### src/rtl/tadc_defs.svh
// constants of the tracking converter: widths, pin slots, counts, resets
`ifndef TADC_DEFS_SVH
`define TADC_DEFS_SVH

// -------------------------------------------------------------
// widths and counts
// -------------------------------------------------------------
`define TADC_WORD_W 10
`define TADC_FRAME_W 11
`define TADC_BITS_LONG 4'hB
`define TADC_BITS_SHORT 4'h9
`define TADC_TXCLK_MAX_HZ 1000000
`define TADC_SYS_HZ 25000000

// -------------------------------------------------------------
// slots of the synchronised input vector
// -------------------------------------------------------------
`define TADC_SI_W 13
`define TADC_SI_CNTCLK 0
`define TADC_SI_UP 1
`define TADC_SI_LOAD 2
`define TADC_SI_XMIT 3
`define TADC_SI_XCLK 4
`define TADC_SI_EVEN 5
`define TADC_SI_LEN8 6
`define TADC_SI_SHIFT 7
`define TADC_SI_PLOAD 8
`define TADC_SI_STROBE 9
`define TADC_SI_SDIN 10
`define TADC_SI_CODE 11
`define TADC_SI_INV 12

// -------------------------------------------------------------
// reset values
// -------------------------------------------------------------
`define TADC_RST_WORD 10'h000
`define TADC_RST_FRAME 11'h000
// shift clock idles high, so its stages start high: no false edge
`define TADC_RST_SYNC 13'h0080
`define TADC_RST_LEFT 4'h0

`endif

### src/rtl/tadc_pkg.sv
// types shared by the tracking converter modules
package tadc_pkg;

  typedef logic [9:0] tadc_word_t;

  typedef enum logic [1:0] {
    TX_IDLE = 2'b00,
    TX_ARM = 2'b01,
    TX_SEND = 2'b10
  } tadc_tx_e;

endpackage

### src/rtl/tadc_dac_if.sv
// link between the tracking logic and the stochastic converter core
`timescale 1ns/1ps
interface tadc_dac_if;
  logic shift_rise;
  logic ser_bit;
  logic par_load;
  logic strobe;
  logic code_twos;
  logic invert;
  tadc_pkg::tadc_word_t par_word;
  logic pulse;

  modport drv (
    output shift_rise,
    output ser_bit,
    output par_load,
    output strobe,
    output code_twos,
    output invert,
    output par_word,
    input pulse
  );

  modport core (
    input shift_rise,
    input ser_bit,
    input par_load,
    input strobe,
    input code_twos,
    input invert,
    input par_word,
    output pulse
  );
endinterface

### src/rtl/tadc_sync.sv
// two-stage synchroniser for a vector of outside levels
`timescale 1ns/1ps
`include "tadc_defs.svh"
module tadc_sync #(
  parameter int W = `TADC_SI_W,
  parameter logic [W-1:0] RST_VAL = '0
) (
  input wire logic i_clk, // system clock
  input wire logic i_rst, // async reset, high
  input wire logic [W-1:0] i_d, // raw levels
  output logic [W-1:0] o_q // synchronised levels
);
  logic [W-1:0] meta_ff;
  logic [W-1:0] sync_ff;

  always_ff @(posedge i_clk or posedge i_rst) begin
    if (i_rst) begin
      meta_ff <= RST_VAL;
      sync_ff <= RST_VAL;
    end else begin
      meta_ff <= i_d;
      sync_ff <= meta_ff;
    end
  end

  assign o_q = sync_ff;
endmodule

### src/rtl/tadc_dac.sv
// stochastic converter core: input register, cycling counter, comparator
`timescale 1ns/1ps
`include "tadc_defs.svh"
module tadc_dac (
  input wire logic i_clk, // system clock
  input wire logic i_rst, // async reset, high
  tadc_dac_if.core bus // controls in, pulse out
);
  tadc_pkg::tadc_word_t shift_ff;
  tadc_pkg::tadc_word_t data_ff;
  tadc_pkg::tadc_word_t seq_ff;
  tadc_pkg::tadc_word_t eff_word;
  tadc_pkg::tadc_word_t cmp_word;
  tadc_pkg::tadc_word_t nxt_shift;
  logic pulse_ff;

  // bit reversal spreads the high phase over the cycle
  function automatic tadc_pkg::tadc_word_t tadc_rev(
    input tadc_pkg::tadc_word_t w
  );
    tadc_pkg::tadc_word_t r;
    begin
      for (int i = 0; i < `TADC_WORD_W; i++) begin
        r[i] = w[`TADC_WORD_W-1-i];
      end
      return r;
    end
  endfunction

  // -------------------------------------------------------------
  // serial shift register and data register
  // -------------------------------------------------------------
  // msb enters first and moves up
  assign nxt_shift = {shift_ff[8:0], bus.ser_bit};

  always_ff @(posedge i_clk or posedge i_rst) begin
    if (i_rst) begin
      shift_ff <= `TADC_RST_WORD;
    end else if (bus.shift_rise) begin
      shift_ff <= nxt_shift;
    end
  end

  always_ff @(posedge i_clk or posedge i_rst) begin
    if (i_rst) begin
      data_ff <= `TADC_RST_WORD;
    end else if (bus.par_load) begin
      data_ff <= bus.par_word;
    end else if (bus.strobe) begin
      data_ff <= shift_ff;
    end
  end

  // -------------------------------------------------------------
  // cycling counter and comparator
  // -------------------------------------------------------------
  always_ff @(posedge i_clk or posedge i_rst) begin
    if (i_rst) begin
      seq_ff <= `TADC_RST_WORD;
    end else begin
      seq_ff <= seq_ff + 10'h001;
    end
  end

  // twos complement: flip the msb so 1000000000 maps to zero
  assign eff_word = data_ff ^ {bus.code_twos, 9'h000};
  assign cmp_word = tadc_rev(seq_ff);

  always_ff @(posedge i_clk or posedge i_rst) begin
    if (i_rst) begin
      pulse_ff <= 1'b0;
    end else begin
      pulse_ff <= (eff_word > cmp_word) ^ bus.invert;
    end
  end

  assign bus.pulse = pulse_ff;
endmodule

### src/rtl/tadc_top.sv
// tracking converter: up/down counter, serial transmitter, core link
`timescale 1ns/1ps
`include "tadc_defs.svh"
// Overview of operation
// - code input low binary, high twos complement
// - twos complement flips msb before conversion
// - ten parallel lines, line one is msb
// - serial bit taken on shift clock rise
// - parallel load high copies lines to register
// - strobe high copies shifted word, low holds
// - serial word enters msb first
// - invert input high inverts pulse output
// - pulse high when register exceeds cycling counter
// - ten bit up/down counter drives parallel outputs
// - direction high counts up, low down
// - count blocked on turn, load, or limit
// - load copies counter; load during send waits
// - data available rises on load, falls after send
// - transmit pulse starts send on transmitter clock
// - eight or ten data bits plus parity
// - word length input high sends eight bits
// - parity input high even, low odd
// - nine or eleven chain pulses per send
// - cascade high one clock at send end
module tadc_top (
  input wire logic i_clk, // system clock, 25 MHz
  input wire logic i_rst, // async reset, high
  input wire logic i_cnt_clk, // tracking counter clock
  input wire logic i_up, // count direction, high up
  input wire logic i_load, // load transmitter pulse
  input wire logic i_xmit, // transmit request pulse
  input wire logic i_tx_clk, // transmitter clock
  input wire logic i_even_par, // high even parity
  input wire logic i_len8, // high eight bit frame
  input wire logic i_shift_clk, // core serial shift clock
  input wire logic i_par_load, // core parallel load
  input wire logic i_strobe, // core serial strobe
  input wire logic i_ser_din, // core serial data
  input wire logic i_code_twos, // high twos complement
  input wire logic i_invert, // high inverts pulse output
  output logic [9:0] o_track, // tracking counter value
  output logic o_ser_out, // transmitted serial data
  output logic o_pulse_chain, // receiver clock pulses
  output logic o_data_avail, // transmitter holds data
  output logic o_cascade, // end of send, one tx clock
  output logic o_dac_pulse // stochastic pulse output
);

  // -------------------------------------------------------------
  // input synchronisation and edge detection
  // -------------------------------------------------------------
  logic [`TADC_SI_W-1:0] raw_in;
  logic [`TADC_SI_W-1:0] sq;
  logic [`TADC_SI_W-1:0] sq_d_ff;
  logic [`TADC_SI_W-1:0] rise;
  logic [`TADC_SI_W-1:0] fall;

  assign raw_in[`TADC_SI_CNTCLK] = i_cnt_clk;
  assign raw_in[`TADC_SI_UP] = i_up;
  assign raw_in[`TADC_SI_LOAD] = i_load;
  assign raw_in[`TADC_SI_XMIT] = i_xmit;
  assign raw_in[`TADC_SI_XCLK] = i_tx_clk;
  assign raw_in[`TADC_SI_EVEN] = i_even_par;
  assign raw_in[`TADC_SI_LEN8] = i_len8;
  assign raw_in[`TADC_SI_SHIFT] = i_shift_clk;
  assign raw_in[`TADC_SI_PLOAD] = i_par_load;
  assign raw_in[`TADC_SI_STROBE] = i_strobe;
  assign raw_in[`TADC_SI_SDIN] = i_ser_din;
  assign raw_in[`TADC_SI_CODE] = i_code_twos;
  assign raw_in[`TADC_SI_INV] = i_invert;

  tadc_sync #(
    .W(`TADC_SI_W),
    .RST_VAL(`TADC_RST_SYNC)
  ) u_sync (
    .i_clk(i_clk),
    .i_rst(i_rst),
    .i_d(raw_in),
    .o_q(sq)
  );

  always_ff @(posedge i_clk or posedge i_rst) begin
    if (i_rst) begin
      sq_d_ff <= `TADC_RST_SYNC;
    end else begin
      sq_d_ff <= sq;
    end
  end

  assign rise = sq & ~sq_d_ff;
  assign fall = ~sq & sq_d_ff;

  // -------------------------------------------------------------
  // shared transmitter state
  // -------------------------------------------------------------
  tadc_pkg::tadc_tx_e tx_state_ff;
  tadc_pkg::tadc_word_t cnt_ff;
  tadc_pkg::tadc_word_t hold_ff;
  logic [`TADC_FRAME_W-1:0] frame_ff;
  logic [3:0] left_ff;
  logic pend_ff;
  logic avail_ff;
  logic ser_ff;
  logic chain_ff;
  logic casc_ff;
  logic load_do;
  logic tx_shift;
  logic tx_end;
  logic [`TADC_FRAME_W-1:0] frame_new;
  logic xr;
  logic xf;

  assign xr = rise[`TADC_SI_XCLK];
  assign xf = fall[`TADC_SI_XCLK];

  // a bit moves on only at the fall that ends its own chain pulse
  assign tx_shift = (tx_state_ff == tadc_pkg::TX_SEND) && xf && chain_ff;

  // last bit leaves at the falling edge after its chain pulse
  assign tx_end = tx_shift && (left_ff == 4'h1);

  // a load never disturbs a frame on the wire
  assign load_do = (rise[`TADC_SI_LOAD] | pend_ff) &&
                   (tx_state_ff != tadc_pkg::TX_SEND);

  // -------------------------------------------------------------
  // tracking up/down counter
  // -------------------------------------------------------------
  logic dir_ff;
  logic dir_chg_ff;
  logic at_limit;
  logic cnt_step;

  // stop at the end the counter is heading for, so it never wraps
  assign at_limit = sq[`TADC_SI_UP] ? (cnt_ff == 10'h3FF)
                                    : (cnt_ff == 10'h000);

  assign cnt_step = rise[`TADC_SI_CNTCLK] && !dir_chg_ff &&
                    (sq[`TADC_SI_UP] == dir_ff) &&
                    !load_do && !at_limit;

  always_ff @(posedge i_clk or posedge i_rst) begin
    if (i_rst) begin
      dir_ff <= 1'b1;
    end else begin
      dir_ff <= sq[`TADC_SI_UP];
    end
  end

  // first count edge after a turn is swallowed; a new turn wins
  always_ff @(posedge i_clk or posedge i_rst) begin
    if (i_rst) begin
      dir_chg_ff <= 1'b0;
    end else if (sq[`TADC_SI_UP] != dir_ff) begin
      dir_chg_ff <= 1'b1;
    end else if (rise[`TADC_SI_CNTCLK]) begin
      dir_chg_ff <= 1'b0;
    end
  end

  always_ff @(posedge i_clk or posedge i_rst) begin
    if (i_rst) begin
      cnt_ff <= `TADC_RST_WORD;
    end else if (cnt_step && sq[`TADC_SI_UP]) begin
      cnt_ff <= cnt_ff + 10'h001;
    end else if (cnt_step) begin
      cnt_ff <= cnt_ff - 10'h001;
    end
  end

  // -------------------------------------------------------------
  // load into the transmitter
  // -------------------------------------------------------------
  // a load that meets a frame in flight waits for the frame's end
  always_ff @(posedge i_clk or posedge i_rst) begin
    if (i_rst) begin
      pend_ff <= 1'b0;
    end else if (rise[`TADC_SI_LOAD] &&
                 tx_state_ff == tadc_pkg::TX_SEND) begin
      pend_ff <= 1'b1;
    end else if (load_do) begin
      pend_ff <= 1'b0;
    end
  end

  always_ff @(posedge i_clk or posedge i_rst) begin
    if (i_rst) begin
      hold_ff <= `TADC_RST_WORD;
    end else if (load_do) begin
      hold_ff <= cnt_ff;
    end
  end

  always_ff @(posedge i_clk or posedge i_rst) begin
    if (i_rst) begin
      avail_ff <= 1'b0;
    end else if (load_do) begin
      avail_ff <= 1'b1;
    end else if (tx_end) begin
      avail_ff <= 1'b0;
    end
  end

  // -------------------------------------------------------------
  // frame builder
  // -------------------------------------------------------------
  function automatic logic tadc_parity(
    input tadc_pkg::tadc_word_t w,
    input logic len8,
    input logic even
  );
    logic odd_ones;
    begin
      odd_ones = len8 ? (^w[9:2]) : (^w);
      return even ? odd_ones : ~odd_ones;
    end
  endfunction

  // data msb at the top, parity right after the last data bit
  function automatic logic [`TADC_FRAME_W-1:0] tadc_frame(
    input tadc_pkg::tadc_word_t w,
    input logic len8,
    input logic even
  );
    logic p;
    begin
      p = tadc_parity(w, len8, even);
      if (len8) begin
        return {w[9:2], p, 2'b00};
      end else begin
        return {w, p};
      end
    end
  endfunction

  // -------------------------------------------------------------
  // transmit sequencer
  // -------------------------------------------------------------
  assign frame_new = tadc_frame(hold_ff, sq[`TADC_SI_LEN8],
                                sq[`TADC_SI_EVEN]);

  // the request is edge taken, so a long high pulse starts one frame
  always_ff @(posedge i_clk or posedge i_rst) begin
    if (i_rst) begin
      tx_state_ff <= tadc_pkg::TX_IDLE;
    end else begin
      case (tx_state_ff)
        tadc_pkg::TX_IDLE: begin
          if (rise[`TADC_SI_XMIT] && avail_ff) begin
            tx_state_ff <= tadc_pkg::TX_ARM;
          end
        end
        tadc_pkg::TX_ARM: begin
          if (xr) begin
            tx_state_ff <= tadc_pkg::TX_SEND;
          end
        end
        tadc_pkg::TX_SEND: begin
          if (tx_end) begin
            tx_state_ff <= tadc_pkg::TX_IDLE;
          end
        end
        default: begin
          tx_state_ff <= tadc_pkg::TX_IDLE;
        end
      endcase
    end
  end

  always_ff @(posedge i_clk or posedge i_rst) begin
    if (i_rst) begin
      frame_ff <= `TADC_RST_FRAME;
      left_ff <= `TADC_RST_LEFT;
    end else if (tx_state_ff == tadc_pkg::TX_ARM && xr) begin
      frame_ff <= frame_new;
      left_ff <= sq[`TADC_SI_LEN8] ? `TADC_BITS_SHORT
                                   : `TADC_BITS_LONG;
    end else if (tx_shift) begin
      frame_ff <= {frame_ff[`TADC_FRAME_W-2:0], 1'b0};
      left_ff <= left_ff - 4'h1;
    end
  end

  // the first bit is set up a full clock before its chain pulse rises, each later bit a half clock before
  always_ff @(posedge i_clk or posedge i_rst) begin
    if (i_rst) begin
      ser_ff <= 1'b0;
    end else if (tx_state_ff == tadc_pkg::TX_ARM && xr) begin
      ser_ff <= frame_new[`TADC_FRAME_W-1];
    end else if (tx_end) begin
      ser_ff <= 1'b0;
    end else if (tx_shift) begin
      ser_ff <= frame_ff[`TADC_FRAME_W-2];
    end
  end

  // one pulse per bit: high phase of the tx clock after the bit
  always_ff @(posedge i_clk or posedge i_rst) begin
    if (i_rst) begin
      chain_ff <= 1'b0;
    end else if (tx_state_ff == tadc_pkg::TX_SEND && xr) begin
      chain_ff <= 1'b1;
    end else if (xf) begin
      chain_ff <= 1'b0;
    end
  end

  // cascade spans one full tx clock, falling edge to falling edge
  always_ff @(posedge i_clk or posedge i_rst) begin
    if (i_rst) begin
      casc_ff <= 1'b0;
    end else if (tx_end) begin
      casc_ff <= 1'b1;
    end else if (xf) begin
      casc_ff <= 1'b0;
    end
  end

  // -------------------------------------------------------------
  // converter core
  // -------------------------------------------------------------
  tadc_dac_if dac_bus ();

  assign dac_bus.shift_rise = rise[`TADC_SI_SHIFT];
  assign dac_bus.ser_bit = sq[`TADC_SI_SDIN];
  assign dac_bus.par_load = sq[`TADC_SI_PLOAD];
  assign dac_bus.strobe = sq[`TADC_SI_STROBE];
  assign dac_bus.code_twos = sq[`TADC_SI_CODE];
  assign dac_bus.invert = sq[`TADC_SI_INV];
  assign dac_bus.par_word = cnt_ff;

  tadc_dac u_dac (
    .i_clk(i_clk),
    .i_rst(i_rst),
    .bus(dac_bus.core)
  );

  // -------------------------------------------------------------
  // outputs
  // -------------------------------------------------------------
  assign o_track = cnt_ff;
  assign o_ser_out = ser_ff;
  assign o_pulse_chain = chain_ff;
  assign o_data_avail = avail_ff;
  assign o_cascade = casc_ff;
  assign o_dac_pulse = dac_bus.pulse;

endmodule

### config.mk
export PLATFORM = sky130hd
export DESIGN_NAME = tadc_top
export DESIGN_NICKNAME = d
export VERILOG_FILES = /design/src/rtl/tadc_pkg.sv /design/src/rtl/tadc_dac_if.sv /design/src/rtl/tadc_sync.sv /design/src/rtl/tadc_dac.sv /design/src/rtl/tadc_top.sv
export VERILOG_INCLUDE_DIRS = /design/src /design/src/rtl
export SDC_FILE = /design/constraint.sdc
export NUM_CORES = 1
export LEC_CHECK = 0
export ABC_AREA = 1
export BUFFER_PORTS_ARGS = -buffer_cell sky130_fd_sc_hd__buf_2
export CELL_PAD_IN_SITES_DETAIL_PLACEMENT = 0
export CELL_PAD_IN_SITES_GLOBAL_PLACEMENT = 2
export CORE_MARGIN = 2
export CORE_UTILIZATION = 35
export DETAILED_ROUTE_END_ITERATION = 10
export HOLD_SLACK_MARGIN = 0.12
export PLACE_DENSITY_LB_ADDON = 0.25
export SYNTH_ARGS = -nofsm -noshare
export SYNTH_HDL_FRONTEND = slang
export SYNTH_HIERARCHICAL = 1
export SYNTH_SLANG_ARGS = --single-unit
export TNS_END_PERCENT = 30
### constraint.sdc
create_clock -name i_clk -period 7.06 [get_ports i_clk]
set_clock_uncertainty 0.05 [all_clocks]
set_input_delay 0.353 -clock i_clk [delete_from_list [all_inputs] [get_ports i_clk]]
set_output_delay 0.353 -clock i_clk [all_outputs]
set_load 0.01 [all_outputs]
==> Implementation_results.wiki <==
{| class="wikitable"
! Metric !! Value
|-
| Seq/Total Area, Yosys || 54.2%
|-
| Worst hold margin || 0.299 ns
|-
| Worst Path Max Fanout || 13
|-
| Count of TritonRoute iterations in the first routing pass || 4
|-
| Mean number of vias per cell || 4.60
|-
| Total count of max-transition violations in the final report || 0
|-
| Proportion of layout cells with a drive suffix above 1 || 13.7%
|-
| Setup TNS || 0 ns
|-
| Headroom to the max-slew limit || 30.7%
|-
| Crit path kind || flip-flop to flip-flop
|-
| Yosys warning count || 6
|-
| Number of register bits inferred by synthesis || 105
|-
| TritonCTS sink count || 105
|-
| Num CTS Buffers || 9
|-
| Total leakage power || 2.73 nW
|-
| Post-placement cell area || 5200 µm²
|-
| Maximum clock insertion buffer count || 2
|-
| Number of setup violations in the final report || 0
|-
| Hold-critical path endpoint || u_sync/o_q[12]
|-
| # nets final || 618
|-
| Overall fraction of global-route tracks in use || 16.1%
|-
| Combined area of the multi-input logic cells || 1910 µm²
|-
| Run status || complete, no violations
|-
| Number of diodes || 0
|-
| Clock H-tree levels || 3
|-
| Via total after detailed routing || 3524
|-
| Die X-Extent || 122 µm
|-
| Crit start category || flip-flop
|-
| I/O pin cnt || 30
|-
| Ratio of final minimum period to clock period || 46.2%
|-
| Buffers inserted during post-CTS setup optimization || 0
|-
| Power Total || 2.12 mW
|-
| Final Instance Count excl. Fillers || 766
|-
| Most common cell after layout, fill and taps aside || nand2_1
|-
| Global placer's final weighted congestion || 0.814
|-
| Clk Latency, worst-skew pair || 0.36 ns
|-
| Finished Cell Area || 5640 µm²
|-
| Antenna violations before repair || 0
|-
| First-pass GRT wire length || 18.1 mm
|-
| Net count after synthesis || 570
|-
| Initial detailed-routing violation count || 160
|-
| Worst reg-to-reg setup slack || 3.80 ns
|-
| Layout fillers || 1379
|-
| Hold-critical path depth || 0
|-
| Row count || 43
|-
| Global route total overflow || 0
|-
| Initial core utilization || 35.4%
|-
| Count of final hold-check violations || 0
|-
| Number of routed nets with antenna violations || 0
|-
| Maximum clock frequency || 306 MHz
|-
| DRT Wirelength || 10.7 mm
|-
| Number of placed cells counting well taps || 736
|-
| Gate count of the mapped netlist || 533
|-
| Dpl hpwl || 7.75 mm
|-
| Main synth FF type || dfrtp_1
|-
| Worst Max-Slew Pin Slew || 1.04 ns
|-
| Number of global-route vias before repair || 3519
|-
| Peak supply drop || 0.163 mV
|-
| Proportion of register bits with asynchronous set or reset after synthesis || 100%
|-
| Number of buffers added on ports || 29
|-
| RSZ-0062 raised after global routing || false
|-
| Largest net degree at the start of global routing || 49
|-
| Worst r2r path cells || 15
|-
| Avg WL per Cell || 13.9 µm
|-
| Syn-to-layout area delta || 16.0%
|-
| Number of synthesized flops with an enable pin || 0
|-
| Synth Cell Area || 4860 µm²
|-
| Final period demand of the worst path || 3.26 ns
|-
| Start of the worst register-to-register path || dir_ff
|-
| Height of the die || 122 µm
|-
| CTS tree || done
|-
| Highest-count cells in the layout ignoring fill and taps || nand2_1, dfrtp_1, inv_1
|-
| Worst hold path startpoint || u_sync/meta_ff[12]
|-
| Die Outline Area || 14800 µm²
|-
| Max Cap Violations || 0
|-
| Capture instance of the worst register-to-register path || o_track[7]
|-
| Clock root buffer master || clkbuf_16
|-
| Storage element area || 2630 µm²
|-
| Post-CTS clock slew at the launch and capture registers of the worst setup and hold paths || 0.07 ns
|-
| WP data required || 7.24 ns
|-
| Nature of the critical path endpoint || flip-flop
|-
| DRC violations left || 0
|-
| Standard cell core area || 13700 µm²
|-
| Worst path arrival time || 3.45 ns
|-
| Worst Hold Class || flip-flop to flip-flop
|-
| Number of distinct library cells after synthesis || 36
|-
| Pwr Density || 376 nW/µm²
|-
| Post-Syn Area per Cell || 9.12 µm²
|}
## cell usage after synthesis (2+ instances only)
cell / n / area [µm²]
nand2_1: 133 / 499
dfrtp_1: 101 / 2530
inv_1: 66 / 248
o21ai_0: 34 / 170
nand3_1: 30 / 150
nor2_1: 30 / 113
a21oi_1: 27 / 135
ha_1: 21 / 263
xor2_1: 14 / 123
o21ai_1: 9 / 45.0
nand4_1: 8 / 50.1
nand3_2: 7 / 70.1
xnor2_1: 7 / 61.3
inv_2: 6 / 22.5
clkbuf_1: 5 / 18.8
dfstp_2: 4 / 105
nand2_2: 4 / 25.0
nor3_1: 4 / 20.0
nor2_2: 3 / 18.8
a21oi_2: 2 / 17.5
nor2_4: 2 / 22.5
o221ai_1: 2 / 17.5
## cell families (layout without fill, tap and decap cells)
logic type                 after synthesis  in the layout  share of synthesized area (%)
AOI/OAI and AO/OA                       80             80                           9.09
xor gates and xnor gates                21             21                           3.79
adders and majority gates               22             22                           5.82
buffers and inverters                   80            133                           6.44
DFF                                    105            105                           54.2
and+or+nand+nor                        225            225                           20.7
## per-layer routing
metal | up-vias | global-route usage (%) | part of all wire (%)
li1 | 1815 | - | -
met4 | 0 | 4.45 | 1.3
met5 | - | 0 | 0
met3 | 9 | 4.45 | 3.5
met1 | 1655 | 23.0 | 52
met2 | 45 | 23.9 | 43
## final cells by class
cell class              instances  share of cell area, %
well taps                     180                   3.99
multi-input cells             348                   33.9
flip-flops and latches        105                   46.7
repair buffers                 45                   5.33
inverters                      72                   4.79
clock buffers                   9                   3.99
clock inverters                 7                   1.26
## how the worst max path moves through the flow
| stage | from | to | depth (start not counted) |
|---|---|---|---|
| 2_1_floorplan | dir_ff | o_track[7] | 15 |
| 3_3_place_gp | sq_d_ff[2] | o_track[7] | 16 |
| 3_5_place_dp | dir_ff | o_track[9] | 16 |
| 4_1_cts | dir_ff | o_track[9] | 16 |
| 5_1_grt | sq_d_ff[2] | o_track[7] | 17 |
| 6_report | dir_ff | o_track[7] | 15 |
## power by group
part	internal (mW)	switching, mW	total, mW
Sequential	0.740	0.149	0.889
Combinational	0.288	0.448	0.736
Clock	0.249	0.246	0.495
Total	1.28	0.843	2.12
## registers in the layout, summed over array words and instances (netlist names)
signal and flops:
dir_chg_ff 1, dir_ff 1, frame_ff 10, hold_ff 10, left_ff 4, o_cascade 1, o_data_avail 1, o_pulse_chain 1
o_ser_out 1, o_track 10, pend_ff 1, sq_d_ff 5, tx_state_ff 2, u_dac/bus.pulse 1, u_dac/data_ff 10, u_dac/seq_ff 10
u_dac/shift_ff 10, u_sync/meta_ff 13, u_sync/o_q 13
## per-stage QoR
step | setup WS [ns] | util, %
final | 3.80 | 41.1
after global routing | 3.43 | 41.1
after CTS | 3.79 | 41.1
after detailed placement | 3.80 | 37.9
after global placement | 3.87 | 37.9
after floorplan | 4.38 | -
## critical path, stage by stage, from the launching register on
cell	delay [ns]
dfstp_2	0.53
xnor2_1	0.12
nand3_1	0.09
nor2_1	0.12
o31ai_2	0.10
nor2_4	0.30
inv_2	0.12
nor2_1	0.18
inv_1	0.19
ha_1	0.38
a21oi_1	0.19
o21ai_0	0.15
a21oi_1	0.23
nor2_1	0.08
nor3_1	0.18
o22ai_2	0.11
## repair_timing
action | 4_1_cts | 5_1_grt
hold buffers | 14 | 0
hold endpoints to repair | 54 | 0
resized for setup | 0 | 0
Power figures use the tool's default switching activity.
